$ cat src/core/wye_delta_pkg.sv
// Purpose: Shared constants for the wye-delta start sequencer
// Assumes: 32-bit AXI4-Lite register bus, 250 MHz clock
// Notes:   Timer settings are counted in time-base ticks of 1 ms
package wye_delta_pkg;

  // ****************************************
  // Clock and time base
  // ****************************************
  localparam int unsigned CLK_PERIOD_NS = 4;
  localparam int unsigned TICK_NS       = 1000000;
  localparam int unsigned TICK_CYCLES   = (TICK_NS + CLK_PERIOD_NS - 1) / CLK_PERIOD_NS;

  // ****************************************
  // Bus widths
  // ****************************************
  localparam int unsigned ADDR_W = 8;
  localparam int unsigned DATA_W = 32;
  localparam int unsigned CUR_W  = 16;
  localparam int unsigned TIME_W = 16;

  // ****************************************
  // Register offsets (byte addresses)
  // ****************************************
  localparam logic [7:0] CTRL_OFS      = 8'h00;
  localparam logic [7:0] AT_SPEED_OFS  = 8'h04;
  localparam logic [7:0] FB_TIME_OFS   = 8'h08;
  localparam logic [7:0] RATED_CUR_OFS = 8'h0c;
  localparam logic [7:0] STATUS_OFS    = 8'h10;

  // ****************************************
  // Field positions and reset values
  // ****************************************
  localparam int unsigned CTRL_WYE_BIT     = 0;
  localparam int unsigned CTRL_CONFIRM_BIT = 1;
  localparam int unsigned CTRL_CLOSED_BIT  = 2;
  localparam int unsigned STAT_FAULT_BIT   = 4;
  localparam int unsigned STAT_CONF_BIT    = 5;
  localparam logic [2:0]            CTRL_RST      = 3'h0;
  localparam logic [TIME_W-1:0]     AT_SPEED_RST  = 16'h2710;
  localparam logic [TIME_W-1:0]     FB_TIME_RST   = 16'h01f4;
  localparam logic [CUR_W-1:0]      RATED_CUR_RST = 16'h0064;

  // ****************************************
  // Transition thresholds: 85 % = 17/20, 25 % = 1/4
  // ****************************************
  localparam logic [20:0] CUR_NUM = 21'h000011;
  localparam logic [20:0] CUR_DEN = 21'h000014;

  // ****************************************
  // Response codes and states
  // ****************************************
  localparam logic [1:0] RESP_OKAY   = 2'h0;
  localparam logic [1:0] RESP_SLVERR = 2'h2;

  typedef enum logic [1:0] {ST_IDLE, ST_WYE, ST_DELTA} seq_state_e;

endpackage

$ cat src/core/wye_delta_start_sequencer.sv
// Purpose: Wye-delta electromechanical starter sequencer with AXI4-Lite registers
// Assumes: All inputs synchronous to aclk; fault_in is the summed protection trip
// Notes on behaviour
// - Sequencing starts only when wye-delta selected
// - Protections active except thyristor and stack overload
// - Early transition: current below 85%, 25% elapsed
// - Forced transition when full at-speed time ends
// - Start command energizes run relay, wye mode
// - Wye held until stop, timeout, early, fault
// - Delta: run and at-speed relays both energized
// - Closed transition uses delta feedback confirmation
// - Delta held until stop, fault or missing delta feedback
// - Open and closed transition both supported
// - Wye-delta keeps thyristor gates off, no ramps
// - Missing delta feedback in time trips fault
`timescale 1ns/1ps
module wye_delta_start_sequencer
  import wye_delta_pkg::*;
#(
  parameter int unsigned TICK_CYC = TICK_CYCLES
) (
  // Clock and reset
  input  wire  logic                            aclk,
  input  wire  logic                            aresetn,
  // AXI4-Lite write
  input  wire  logic [wye_delta_pkg::ADDR_W-1:0] awaddr,
  input  wire  logic                            awvalid,
  output logic                                  awready,
  input  wire  logic [wye_delta_pkg::DATA_W-1:0] wdata,
  input  wire  logic [3:0]                      wstrb,
  input  wire  logic                            wvalid,
  output logic                                  wready,
  output logic [1:0]                            bresp,
  output logic                                  bvalid,
  input  wire  logic                            bready,
  // AXI4-Lite read
  input  wire  logic [wye_delta_pkg::ADDR_W-1:0] araddr,
  input  wire  logic                            arvalid,
  output logic                                  arready,
  output logic [wye_delta_pkg::DATA_W-1:0]      rdata,
  output logic [1:0]                            rresp,
  output logic                                  rvalid,
  input  wire  logic                            rready,
  // Motor and controller status
  input  wire  logic                            start_cmd,
  input  wire  logic                            fault_in,
  input  wire  logic [wye_delta_pkg::CUR_W-1:0] motor_current,
  input  wire  logic                            delta_close_feedback_input,
  input  wire  logic                            soft_gate_req,
  // Relay, gate and protection outputs
  output logic                                  run_relay,
  output logic                                  at_speed_relay,
  output logic                                  scr_gate_en,
  output logic                                  thyristor_check_en,
  output logic                                  stack_overload_en,
  output logic                                  confirm_trip
);
  import wye_delta_pkg::*;

  // ****************************************
  // Declarations
  // ****************************************
  logic [2:0]        ctrl;
  logic [TIME_W-1:0] at_speed_time;
  logic [TIME_W-1:0] fb_time;
  logic [CUR_W-1:0]  rated_motor_current;
  logic              confirm_fault;
  logic              fb_seen;
  logic [31:0]       tick_cnt;
  logic              tick;
  logic [TIME_W-1:0] elapsed;
  seq_state_e        state;
  seq_state_e        next_state;
  logic              wr_hit;
  logic              cfg_wye;
  logic              cfg_confirm;
  logic              early_ok;
  logic              time_out;
  logic              fb_late;
  logic [20:0]       cur_scaled;
  logic [20:0]       rated_scaled;
  logic [31:0]       rd_word;
  logic              rd_map;
  logic              wr_map;

  function automatic logic [31:0] merge(input logic [31:0] old, input logic [31:0] nw,
                                        input logic [3:0] st);
    logic [31:0] res;
    res = old;
    for (int i = 0; i < 4; i++) begin
      if (st[i]) begin
        res[8*i +: 8] = nw[8*i +: 8];
      end
    end
    return res;
  endfunction

  assign cfg_wye     = ctrl[CTRL_WYE_BIT];
  assign cfg_confirm = ctrl[CTRL_CONFIRM_BIT] & ctrl[CTRL_CLOSED_BIT];
  assign wr_hit      = awvalid & awready;

  // ****************************************
  // AXI4-Lite write channel
  // ****************************************
  // Address and data are taken together so no half write is ever pending
  always_comb begin
    case (awaddr)
      CTRL_OFS, AT_SPEED_OFS, FB_TIME_OFS, RATED_CUR_OFS, STATUS_OFS: wr_map = 1'b1;
      default: wr_map = 1'b0;
    endcase
  end

  always_ff @(posedge aclk) begin
    if (!aresetn) begin
      awready <= 1'b0;
      wready  <= 1'b0;
      bvalid  <= 1'b0;
      bresp   <= RESP_OKAY;
    end else begin
      if (awvalid && wvalid && !awready && !bvalid) begin
        awready <= 1'b1;
        wready  <= 1'b1;
      end else begin
        awready <= 1'b0;
        wready  <= 1'b0;
      end
      if (wr_hit) begin
        bvalid <= 1'b1;
        bresp  <= wr_map ? RESP_OKAY : RESP_SLVERR;
      end else if (bready) begin
        bvalid <= 1'b0;
      end
    end
  end

  always_ff @(posedge aclk) begin
    if (!aresetn) begin
      ctrl                <= CTRL_RST;
      at_speed_time       <= AT_SPEED_RST;
      fb_time             <= FB_TIME_RST;
      rated_motor_current <= RATED_CUR_RST;
    end else if (wr_hit) begin
      case (awaddr)
        CTRL_OFS:      ctrl <= 3'(merge({29'h0, ctrl}, wdata, wstrb));
        AT_SPEED_OFS:  at_speed_time <= 16'(merge({16'h0, at_speed_time}, wdata, wstrb));
        FB_TIME_OFS:   fb_time <= 16'(merge({16'h0, fb_time}, wdata, wstrb));
        RATED_CUR_OFS: rated_motor_current <= 16'(merge({16'h0, rated_motor_current}, wdata,
                                                        wstrb));
        default: ;
      endcase
    end
  end

  // ****************************************
  // AXI4-Lite read channel
  // ****************************************
  always_comb begin
    rd_map  = 1'b1;
    rd_word = 32'h0;
    case (araddr)
      CTRL_OFS:      rd_word = {29'h0, ctrl};
      AT_SPEED_OFS:  rd_word = {16'h0, at_speed_time};
      FB_TIME_OFS:   rd_word = {16'h0, fb_time};
      RATED_CUR_OFS: rd_word = {16'h0, rated_motor_current};
      STATUS_OFS:    rd_word = {26'h0, confirm_fault, fault_in, fb_seen, at_speed_relay,
                                run_relay, state == ST_DELTA};
      default:       rd_map  = 1'b0;
    endcase
  end

  always_ff @(posedge aclk) begin
    if (!aresetn) begin
      arready <= 1'b0;
      rvalid  <= 1'b0;
      rdata   <= 32'h0;
      rresp   <= RESP_OKAY;
    end else begin
      arready <= arvalid && !arready && !rvalid;
      if (arvalid && arready) begin
        rvalid <= 1'b1;
        rdata  <= rd_word;
        rresp  <= rd_map ? RESP_OKAY : RESP_SLVERR;
      end else if (rready) begin
        rvalid <= 1'b0;
      end
    end
  end

  // ****************************************
  // Time base
  // ****************************************
  always_ff @(posedge aclk) begin
    if (!aresetn) begin
      tick_cnt <= 32'h0;
      tick     <= 1'b0;
    end else if (tick_cnt >= TICK_CYC - 1) begin
      tick_cnt <= 32'h0;
      tick     <= 1'b1;
    end else begin
      tick_cnt <= tick_cnt + 32'h1;
      tick     <= 1'b0;
    end
  end

  // Phase timer restarts on every state change; saturates instead of wrapping
  always_ff @(posedge aclk) begin
    if (!aresetn) begin
      elapsed <= '0;
    end else if (next_state != state) begin
      elapsed <= '0;
    end else if (tick && elapsed != 16'hffff) begin
      elapsed <= elapsed + 16'h1;
    end
  end

  // ****************************************
  // Transition conditions
  // ****************************************
  assign cur_scaled   = {5'h0, motor_current} * CUR_DEN;
  assign rated_scaled = {5'h0, rated_motor_current} * CUR_NUM;
  assign early_ok = (cur_scaled < rated_scaled) &&
                    ({elapsed, 2'b00} > {2'b00, at_speed_time});
  assign time_out = elapsed >= at_speed_time;
  assign fb_late  = cfg_confirm && !fb_seen && (elapsed >= fb_time);

  // ****************************************
  // Sequencer
  // ****************************************
  always_comb begin
    next_state = state;
    case (state)
      ST_IDLE: begin
        if (cfg_wye && start_cmd && !fault_in && !confirm_fault) begin
          next_state = ST_WYE;
        end
      end
      ST_WYE: begin
        // Leave wye on stop or fault
        if (!start_cmd || fault_in) begin
          next_state = ST_IDLE;
        end else if (time_out || early_ok) begin
          next_state = ST_DELTA;
        end
      end
      ST_DELTA: begin
        // Delta held until stop, fault or late delta feedback
        if (!start_cmd || fault_in || fb_late) begin
          next_state = ST_IDLE;
        end
      end
      default: next_state = ST_IDLE;
    endcase
  end

  always_ff @(posedge aclk) begin
    if (!aresetn) begin
      state <= ST_IDLE;
    end else begin
      state <= next_state;
    end
  end

  always_ff @(posedge aclk) begin
    if (!aresetn) begin
      run_relay      <= 1'b0;
      at_speed_relay <= 1'b0;
    end else begin
      run_relay      <= next_state != ST_IDLE;
      at_speed_relay <= next_state == ST_DELTA;
    end
  end

  // Feedback only checked on closed transition
  always_ff @(posedge aclk) begin
    if (!aresetn) begin
      fb_seen <= 1'b0;
    end else if (state != ST_DELTA) begin
      fb_seen <= 1'b0;
    end else if (delta_close_feedback_input) begin
      fb_seen <= 1'b1;
    end
  end

  // Sticky trip; a new trip wins over a clear in the same cycle
  always_ff @(posedge aclk) begin
    if (!aresetn) begin
      confirm_fault <= 1'b0;
      confirm_trip  <= 1'b0;
    end else begin
      if (state == ST_DELTA && fb_late) begin
        confirm_fault <= 1'b1;
      end else if (wr_hit && awaddr == STATUS_OFS && wstrb[0] && wdata[STAT_CONF_BIT]) begin
        confirm_fault <= 1'b0;
      end
      confirm_trip <= (state == ST_DELTA && fb_late) ||
                      (confirm_fault && !(wr_hit && awaddr == STATUS_OFS && wstrb[0] &&
                                          wdata[STAT_CONF_BIT]));
    end
  end

  // Gates and two protections off in wye mode
  always_ff @(posedge aclk) begin
    if (!aresetn) begin
      scr_gate_en        <= 1'b0;
      thyristor_check_en <= 1'b0;
      stack_overload_en  <= 1'b0;
    end else begin
      scr_gate_en        <= soft_gate_req && !cfg_wye;
      thyristor_check_en <= !cfg_wye;
      stack_overload_en  <= !cfg_wye;
    end
  end

  // ****************************************
  // Checks
  // ****************************************
  mode_gate_a: assert property (@(posedge aclk) disable iff (!aresetn)
    (state == ST_IDLE && !cfg_wye) |=> state == ST_IDLE)
    else $error("sequence left idle without wye-delta mode");

  protect_mask_a: assert property (@(posedge aclk) disable iff (!aresetn)
    cfg_wye |=> (!thyristor_check_en && !stack_overload_en))
    else $error("excluded protection still enabled");

  early_move_a: assert property (@(posedge aclk) disable iff (!aresetn)
    (state == ST_WYE && start_cmd && !fault_in && early_ok) |=> state == ST_DELTA)
    else $error("early transition missed");

  forced_move_a: assert property (@(posedge aclk) disable iff (!aresetn)
    (state == ST_WYE && start_cmd && !fault_in && time_out) |=>
      (state == ST_DELTA && at_speed_relay))
    else $error("forced transition missed");

  wye_relays_a: assert property (@(posedge aclk) disable iff (!aresetn)
    (state == ST_IDLE && next_state == ST_WYE) |=> (state == ST_WYE && run_relay && !at_speed_relay))
    else $error("wye relays wrong after start");

  stop_exit_a: assert property (@(posedge aclk) disable iff (!aresetn)
    (state != ST_IDLE && (!start_cmd || fault_in)) |=> (!run_relay && !at_speed_relay))
    else $error("relays still on after stop or fault");

  delta_relays_a: assert property (@(posedge aclk) disable iff (!aresetn)
    (state == ST_DELTA) |-> (run_relay && at_speed_relay))
    else $error("delta relays not both on");

  gate_off_a: assert property (@(posedge aclk) disable iff (!aresetn)
    cfg_wye |=> !scr_gate_en)
    else $error("gate enabled in wye-delta mode");

  confirm_trip_a: assert property (@(posedge aclk) disable iff (!aresetn)
    (state == ST_DELTA && fb_late) |=> (confirm_fault && state == ST_IDLE) ##1 !run_relay)
    else $error("missing feedback did not trip");

  idle_relays_a: assert property (@(posedge aclk) disable iff (!aresetn)
    (state == ST_IDLE && $past(state) == ST_IDLE) |-> (!run_relay && !at_speed_relay))
    else $error("relay on while idle");

endmodule

$ cat config.mk
export PLATFORM = sky130hd
export DESIGN_NAME = wye_delta_start_sequencer
export DESIGN_NICKNAME = d
export VERILOG_FILES = /design/src/core/wye_delta_pkg.sv /design/src/core/wye_delta_start_sequencer.sv
export SDC_FILE = /design/constraint.sdc
export NUM_CORES = 1
export LEC_CHECK = 0
export BUFFER_PORTS_ARGS = -buffer_cell sky130_fd_sc_hd__buf_2
export CAP_MARGIN = 20
export CELL_PAD_IN_SITES_DETAIL_PLACEMENT = 0
export CELL_PAD_IN_SITES_GLOBAL_PLACEMENT = 1
export CORE_MARGIN = 2
export CORE_UTILIZATION = 48
export DETAILED_ROUTE_END_ITERATION = 10
export HOLD_SLACK_MARGIN = 0.05
export MAX_ROUTING_LAYER = met4
export PLACE_DENSITY_LB_ADDON = 0.15
export REMOVE_ABC_BUFFERS = 1
export SETUP_SLACK_MARGIN = 0.5
export SLEW_MARGIN = 20
export SYNTH_ARGS = -nofsm -noshare
export SYNTH_HDL_FRONTEND = slang
export SYNTH_SLANG_ARGS = --single-unit
$ cat constraint.sdc
create_clock -name aclk -period 15 [get_ports aclk]
set_clock_uncertainty 0.1 [all_clocks]
set_input_delay 3 -clock aclk [delete_from_list [all_inputs] [get_ports aclk]]
set_output_delay 3 -clock aclk [all_outputs]
set_load 0.05 [all_outputs]
==> results.yml <==
status:
  outcome: "finished clean"
drt:
  dr.pass1.iters: 4
  ant_nets: 0
  drc: 0
  via_count: 6950
  initialDrtViolationCount: 343
  routed_via_density: 5.36
  routedWlPerCell_um: 15.5
  route.final.wire_length_mm: 20.1
sta:
  max_clock_freq_ghz: 0.135
  grt_setup_unrepaired: "no"
  layout_worst_path_cycle_share_pct: 49.3
  worst_slew_pin_tran_ps: 996
  final-setup-viol-count: 0
  fin_crit_ps: 7390
  final-max-slew-violation-count: 0
  post-route-worst-setup-slack_ps: 7610
  maxSlewHeadroom_pct: 33.5
  finalSetupTns_ps: 0
  final-hold-violation-count: 0
clocking:
  clkSinkCount: 131
  htreeDepth: 4
  clockBufferDepth: 2
  cts_tree: "done"
  ctsHoldBuffers: 0
  cts.reportedPaths.clkPinSlew_ps: 60
  cts_setup_buffers: 0
  cts.root.buffer_cell: "sky130_fd_sc_hd__clkbuf_16"
  post_cts_resized: 0
  worstSkewPairLatency_ps: 420
  inserted_clock_buffers: 17
placement:
  dp_hpwl_mm: 15.3
  i_o_buffers: 89
  dp_worst_slack_ps: 7200
  placed_cells: 1264
  gp_congestion: 0.797
power:
  power_share_of_the_sequential_group_pct: 39.3
  post-layout-total-power_w: 0.000908
  p_per_area_nw_per_um2: 92.4
  power_report.internal_total_w: 0.000667
  net_switching_fraction_of_the_power_pct: 26.6
  power.leakage_nw: 4.43
  vdd_drop_max_mv: 0.0833
  p_clk_share_pct: 47.9
  pwr-share-comb_pct: 12.8
  power.switching_w: 0.000241
global_routing:
  antenna_found_initial: 0
  first_pass_grt_wire_length_mm: 34.0
  maximum_number_of_pins_on_one_net_before_global_route_repair: 72
  grt.total_usage_pct: 22.5
  grt-ovfl-total: 0
  grt_pass1_vias: 6614
layout:
  layout-area-overhead-vs-synth_pct: 14.0
  insertedDiodeCount: 0
  nets: 1254
  final_layout_size_suffix_gt1_share_pct: 13.4
  finalNonFillerCells: 1296
die:
  dieArea_um2: 19100
  design.portCount: 126
  floorplan.rows: 49
  core_um2: 17800
  start_util_pct: 48.5
  die_ht_um: 138
  die-width_um: 138
synthesis:
  synth-seq-area-share_pct: 30.4
  share_of_synthesized_area_spent_on_multiplexers_pct: 6.47
  largest_family_of_logic_cells_by_synthesized_area: "simple AND/OR/NAND/NOR gates"
  post_synthesis_cells: 963
  synth_area_in_compound_gates_pct: 13.7
  synth-seq-cells: 131
  ys_async_sr_fraction_pct: 0
  synth_simple_gate_area_share_pct: 21.3
  post_synth_edffs: 0
  most_common_flop_cell_mapped_by_yosys: "sky130_fd_sc_hd__dfxtp_1"
  syn-mean-instance-area_um2: 8.96
  yosysUniqueCellTypes: 61
  synth_area_um2: 8630
  synth.yosys.warnings: 0
  synth-xor-area-share_pct: 5.08
  synth_fa_ha_area_share_pct: 17.7
run:
  max_cap_violations: 0
worst_hold_path:
  timing.hold.worst_endpoint: "wready"
  hold_path_startpoint: "bvalid"
  holdCritPathClass: "reg -> reg"
  cell_depth_of_the_worst_min_delay_path: 1
worst_setup_path:
  startpoint_type: "input port"
  critical-path-top-cell-by-count: "sky130_fd_sc_hd__ha_1"
  number_of_logic_stages_on_the_critical_path_including_buffering: 19
  r2r.worst_path.cells: 17
  path_cells: "buf_2, ha_1, ha_1, inv_1, fa_1, nor2b_1, o31a_1, o211a_1, o31ai_1, a21boi_1, xor2_1, ha_1, a21o_1, a211o_1, o221ai_1, nand4b_1, a211oi_1, o31a_4, nor4_1"
  r2r_slack_ps: 9570
  maximum_fanout_along_the_worst_path: 16
  cell_type_group_with_the_largest_total_delay_on_the_critical_path: "compound AO/OA/AOI/OAI gates"
  cp_slowest_stage_delay_ps: 700
  timing.rr.start: "rated_motor_current[5]"
  type_of_element_capturing_the_critical_path: "flop"
  worstPathArrival_ps: 7560
  timing_worst_setup_path_type: "in -> reg"
  critical_path.reg2reg.endpoint: "elapsed[2]"
  critPathBufInv: 2
  required_ps: 15160
  slowest_stage: "sky130_fd_sc_hd__a211oi_1"
## cell usage in the layout, fill, tap and decap left out, types with 13 or more instances in the layout
cell | Yosys | layout
sky130_fd_sc_hd__a21oi_1 | 37 | 37
sky130_fd_sc_hd__nor3_1 | 26 | 26
sky130_fd_sc_hd__conb_1 | 1 | 32
sky130_fd_sc_hd__xnor2_1 | 30 | 30
sky130_fd_sc_hd__nor4_1 | 15 | 15
sky130_fd_sc_hd__nand3_1 | 27 | 27
sky130_fd_sc_hd__mux2i_1 | 49 | 49
sky130_fd_sc_hd__and3_1 | 13 | 13
sky130_fd_sc_hd__o21ai_0 | 33 | 33
sky130_fd_sc_hd__xor2_1 | 20 | 20
sky130_fd_sc_hd__ha_1 | 119 | 119
sky130_fd_sc_hd__nand4_1 | 13 | 13
sky130_fd_sc_hd__clkbuf_16 | 0 | 17
sky130_fd_sc_hd__buf_2 | 2 | 89
sky130_fd_sc_hd__nand2_1 | 67 | 67
sky130_fd_sc_hd__dfxtp_1 | 131 | 131
sky130_fd_sc_hd__nor2_1 | 61 | 61
sky130_fd_sc_hd__nor2b_1 | 60 | 60
sky130_fd_sc_hd__inv_1 | 48 | 48
## Yosys cell counts (4+ instances only)
cell type / instances / area share (%)
sky130_fd_sc_hd__a211o_1: 4 / 0.41
sky130_fd_sc_hd__a211oi_1: 8 / 0.70
sky130_fd_sc_hd__a21o_1: 11 / 0.96
sky130_fd_sc_hd__a21oi_1: 37 / 2.1
sky130_fd_sc_hd__a221oi_1: 6 / 0.61
sky130_fd_sc_hd__a22oi_1: 11 / 0.96
sky130_fd_sc_hd__a31oi_1: 9 / 0.65
sky130_fd_sc_hd__and2_1: 6 / 0.44
sky130_fd_sc_hd__and3_1: 13 / 0.94
sky130_fd_sc_hd__and4_1: 4 / 0.41
sky130_fd_sc_hd__buf_4: 21 / 1.8
sky130_fd_sc_hd__clkbuf_1: 25 / 1.1
sky130_fd_sc_hd__dfxtp_1: 131 / 30
sky130_fd_sc_hd__ha_1: 119 / 17
sky130_fd_sc_hd__inv_1: 48 / 2.1
sky130_fd_sc_hd__mux2i_1: 49 / 5.7
sky130_fd_sc_hd__nand2_1: 67 / 2.9
sky130_fd_sc_hd__nand2b_1: 12 / 0.87
sky130_fd_sc_hd__nand3_1: 27 / 1.6
sky130_fd_sc_hd__nand4_1: 13 / 0.94
sky130_fd_sc_hd__nor2_1: 61 / 2.7
sky130_fd_sc_hd__nor2b_1: 60 / 4.4
sky130_fd_sc_hd__nor3_1: 26 / 1.5
sky130_fd_sc_hd__nor3b_1: 7 / 0.61
sky130_fd_sc_hd__nor4_1: 15 / 1.1
sky130_fd_sc_hd__nor4_2: 11 / 1.6
sky130_fd_sc_hd__o211a_1: 5 / 0.58
sky130_fd_sc_hd__o211ai_1: 5 / 0.44
sky130_fd_sc_hd__o21a_1: 11 / 0.96
sky130_fd_sc_hd__o21ai_0: 33 / 1.9
sky130_fd_sc_hd__o21bai_1: 5 / 0.44
sky130_fd_sc_hd__o311a_1: 4 / 0.46
sky130_fd_sc_hd__o41ai_1: 4 / 0.41
sky130_fd_sc_hd__xnor2_1: 30 / 3.0
sky130_fd_sc_hd__xor2_1: 20 / 2.0
## power by group through the flow
stage / Sequential (W) / Clock [W] / Combinational [W]
floorplan: 0.000370 / 0 / 0.0000750
global placement: 0.000364 / 0 / 0.000115
detailed placement: 0.000364 / 0 / 0.000116
finish: 0.000357 / 0.000435 / 0.000117
CTS: 0.000357 / 0.000442 / 0.000116
global route: 0.000357 / 0.000458 / 0.000132
## metal layers
metal  global-route usage (%)  vias up  part of all wire, %
met5                        -        -                    0
met4                     4.46        0                 0.92
met3                     4.12       16                  4.0
met2                     31.8      149                   40
met1                     33.5     3173                   55
li1                         -     3612                    -
## cell families after synthesis
kind of cell,after synthesis
AND/OR/NAND/NOR,337
multiplexers,52
XOR/XNOR,50
AO/OA/AOI/OAI,173
buffers and inverters,98
other,1
flip-flops,131
adder cells (fa/ha/maj),121
## worst register-to-register path: stages, from the launching register on
cell and delay [ps]:
sky130_fd_sc_hd__dfxtp_1 420, sky130_fd_sc_hd__ha_1 270, sky130_fd_sc_hd__ha_1 240, sky130_fd_sc_hd__fa_1 440
sky130_fd_sc_hd__a211oi_1 240, sky130_fd_sc_hd__o21bai_1 130, sky130_fd_sc_hd__a31oi_1 260, sky130_fd_sc_hd__o21ai_0 170
sky130_fd_sc_hd__o41ai_1 510, sky130_fd_sc_hd__xor2_1 200, sky130_fd_sc_hd__ha_1 260, sky130_fd_sc_hd__a21o_1 180
sky130_fd_sc_hd__a211o_1 290, sky130_fd_sc_hd__o221ai_1 160, sky130_fd_sc_hd__nand4b_1 190, sky130_fd_sc_hd__a211oi_1 700
sky130_fd_sc_hd__o31a_4 410, sky130_fd_sc_hd__nor4_1 100
## flip-flops by register name, summed over array words and instances (netlist names), 2 cells and up
signal	count
rated_motor_current	16
rdata	16
at_speed_time	16
ctrl	3
tick_cnt	32
state	2
fb_time	16
elapsed	16
## area by class of cell
type | instances | area, um2
clock inverters | 13 | 174
repair buffers | 91 | 460
clock buffers | 19 | 443
fillers | 1680 | 7950
flip-flops and latches | 131 | 2620
well taps | 229 | 287
inverters | 48 | 180
multi-input cells | 765 | 5660
## how the worst max path moves through the flow
stage,startpoint,endpoint,slack [ps]
2_1_floorplan,motor_current[1],elapsed[0],8170
3_3_place_gp,motor_current[1],elapsed[2],7140
3_5_place_dp,motor_current[1],elapsed[2],7200
4_1_cts,motor_current[1],elapsed[3],7590
5_1_grt,motor_current[1],elapsed[2],7220
6_report,motor_current[1],elapsed[2],7610
## stage by stage
step	utilization (%)	area (um2)	hold WS [ps]
after floorplan	-	8470	326
after global placement	51.8	9210	327
after detailed placement	51.8	9210	333
after CTS	55.3	9830	340
after global routing	55.3	9830	348
final	55.3	9830	337
Power figures use the tool's default switching activity.
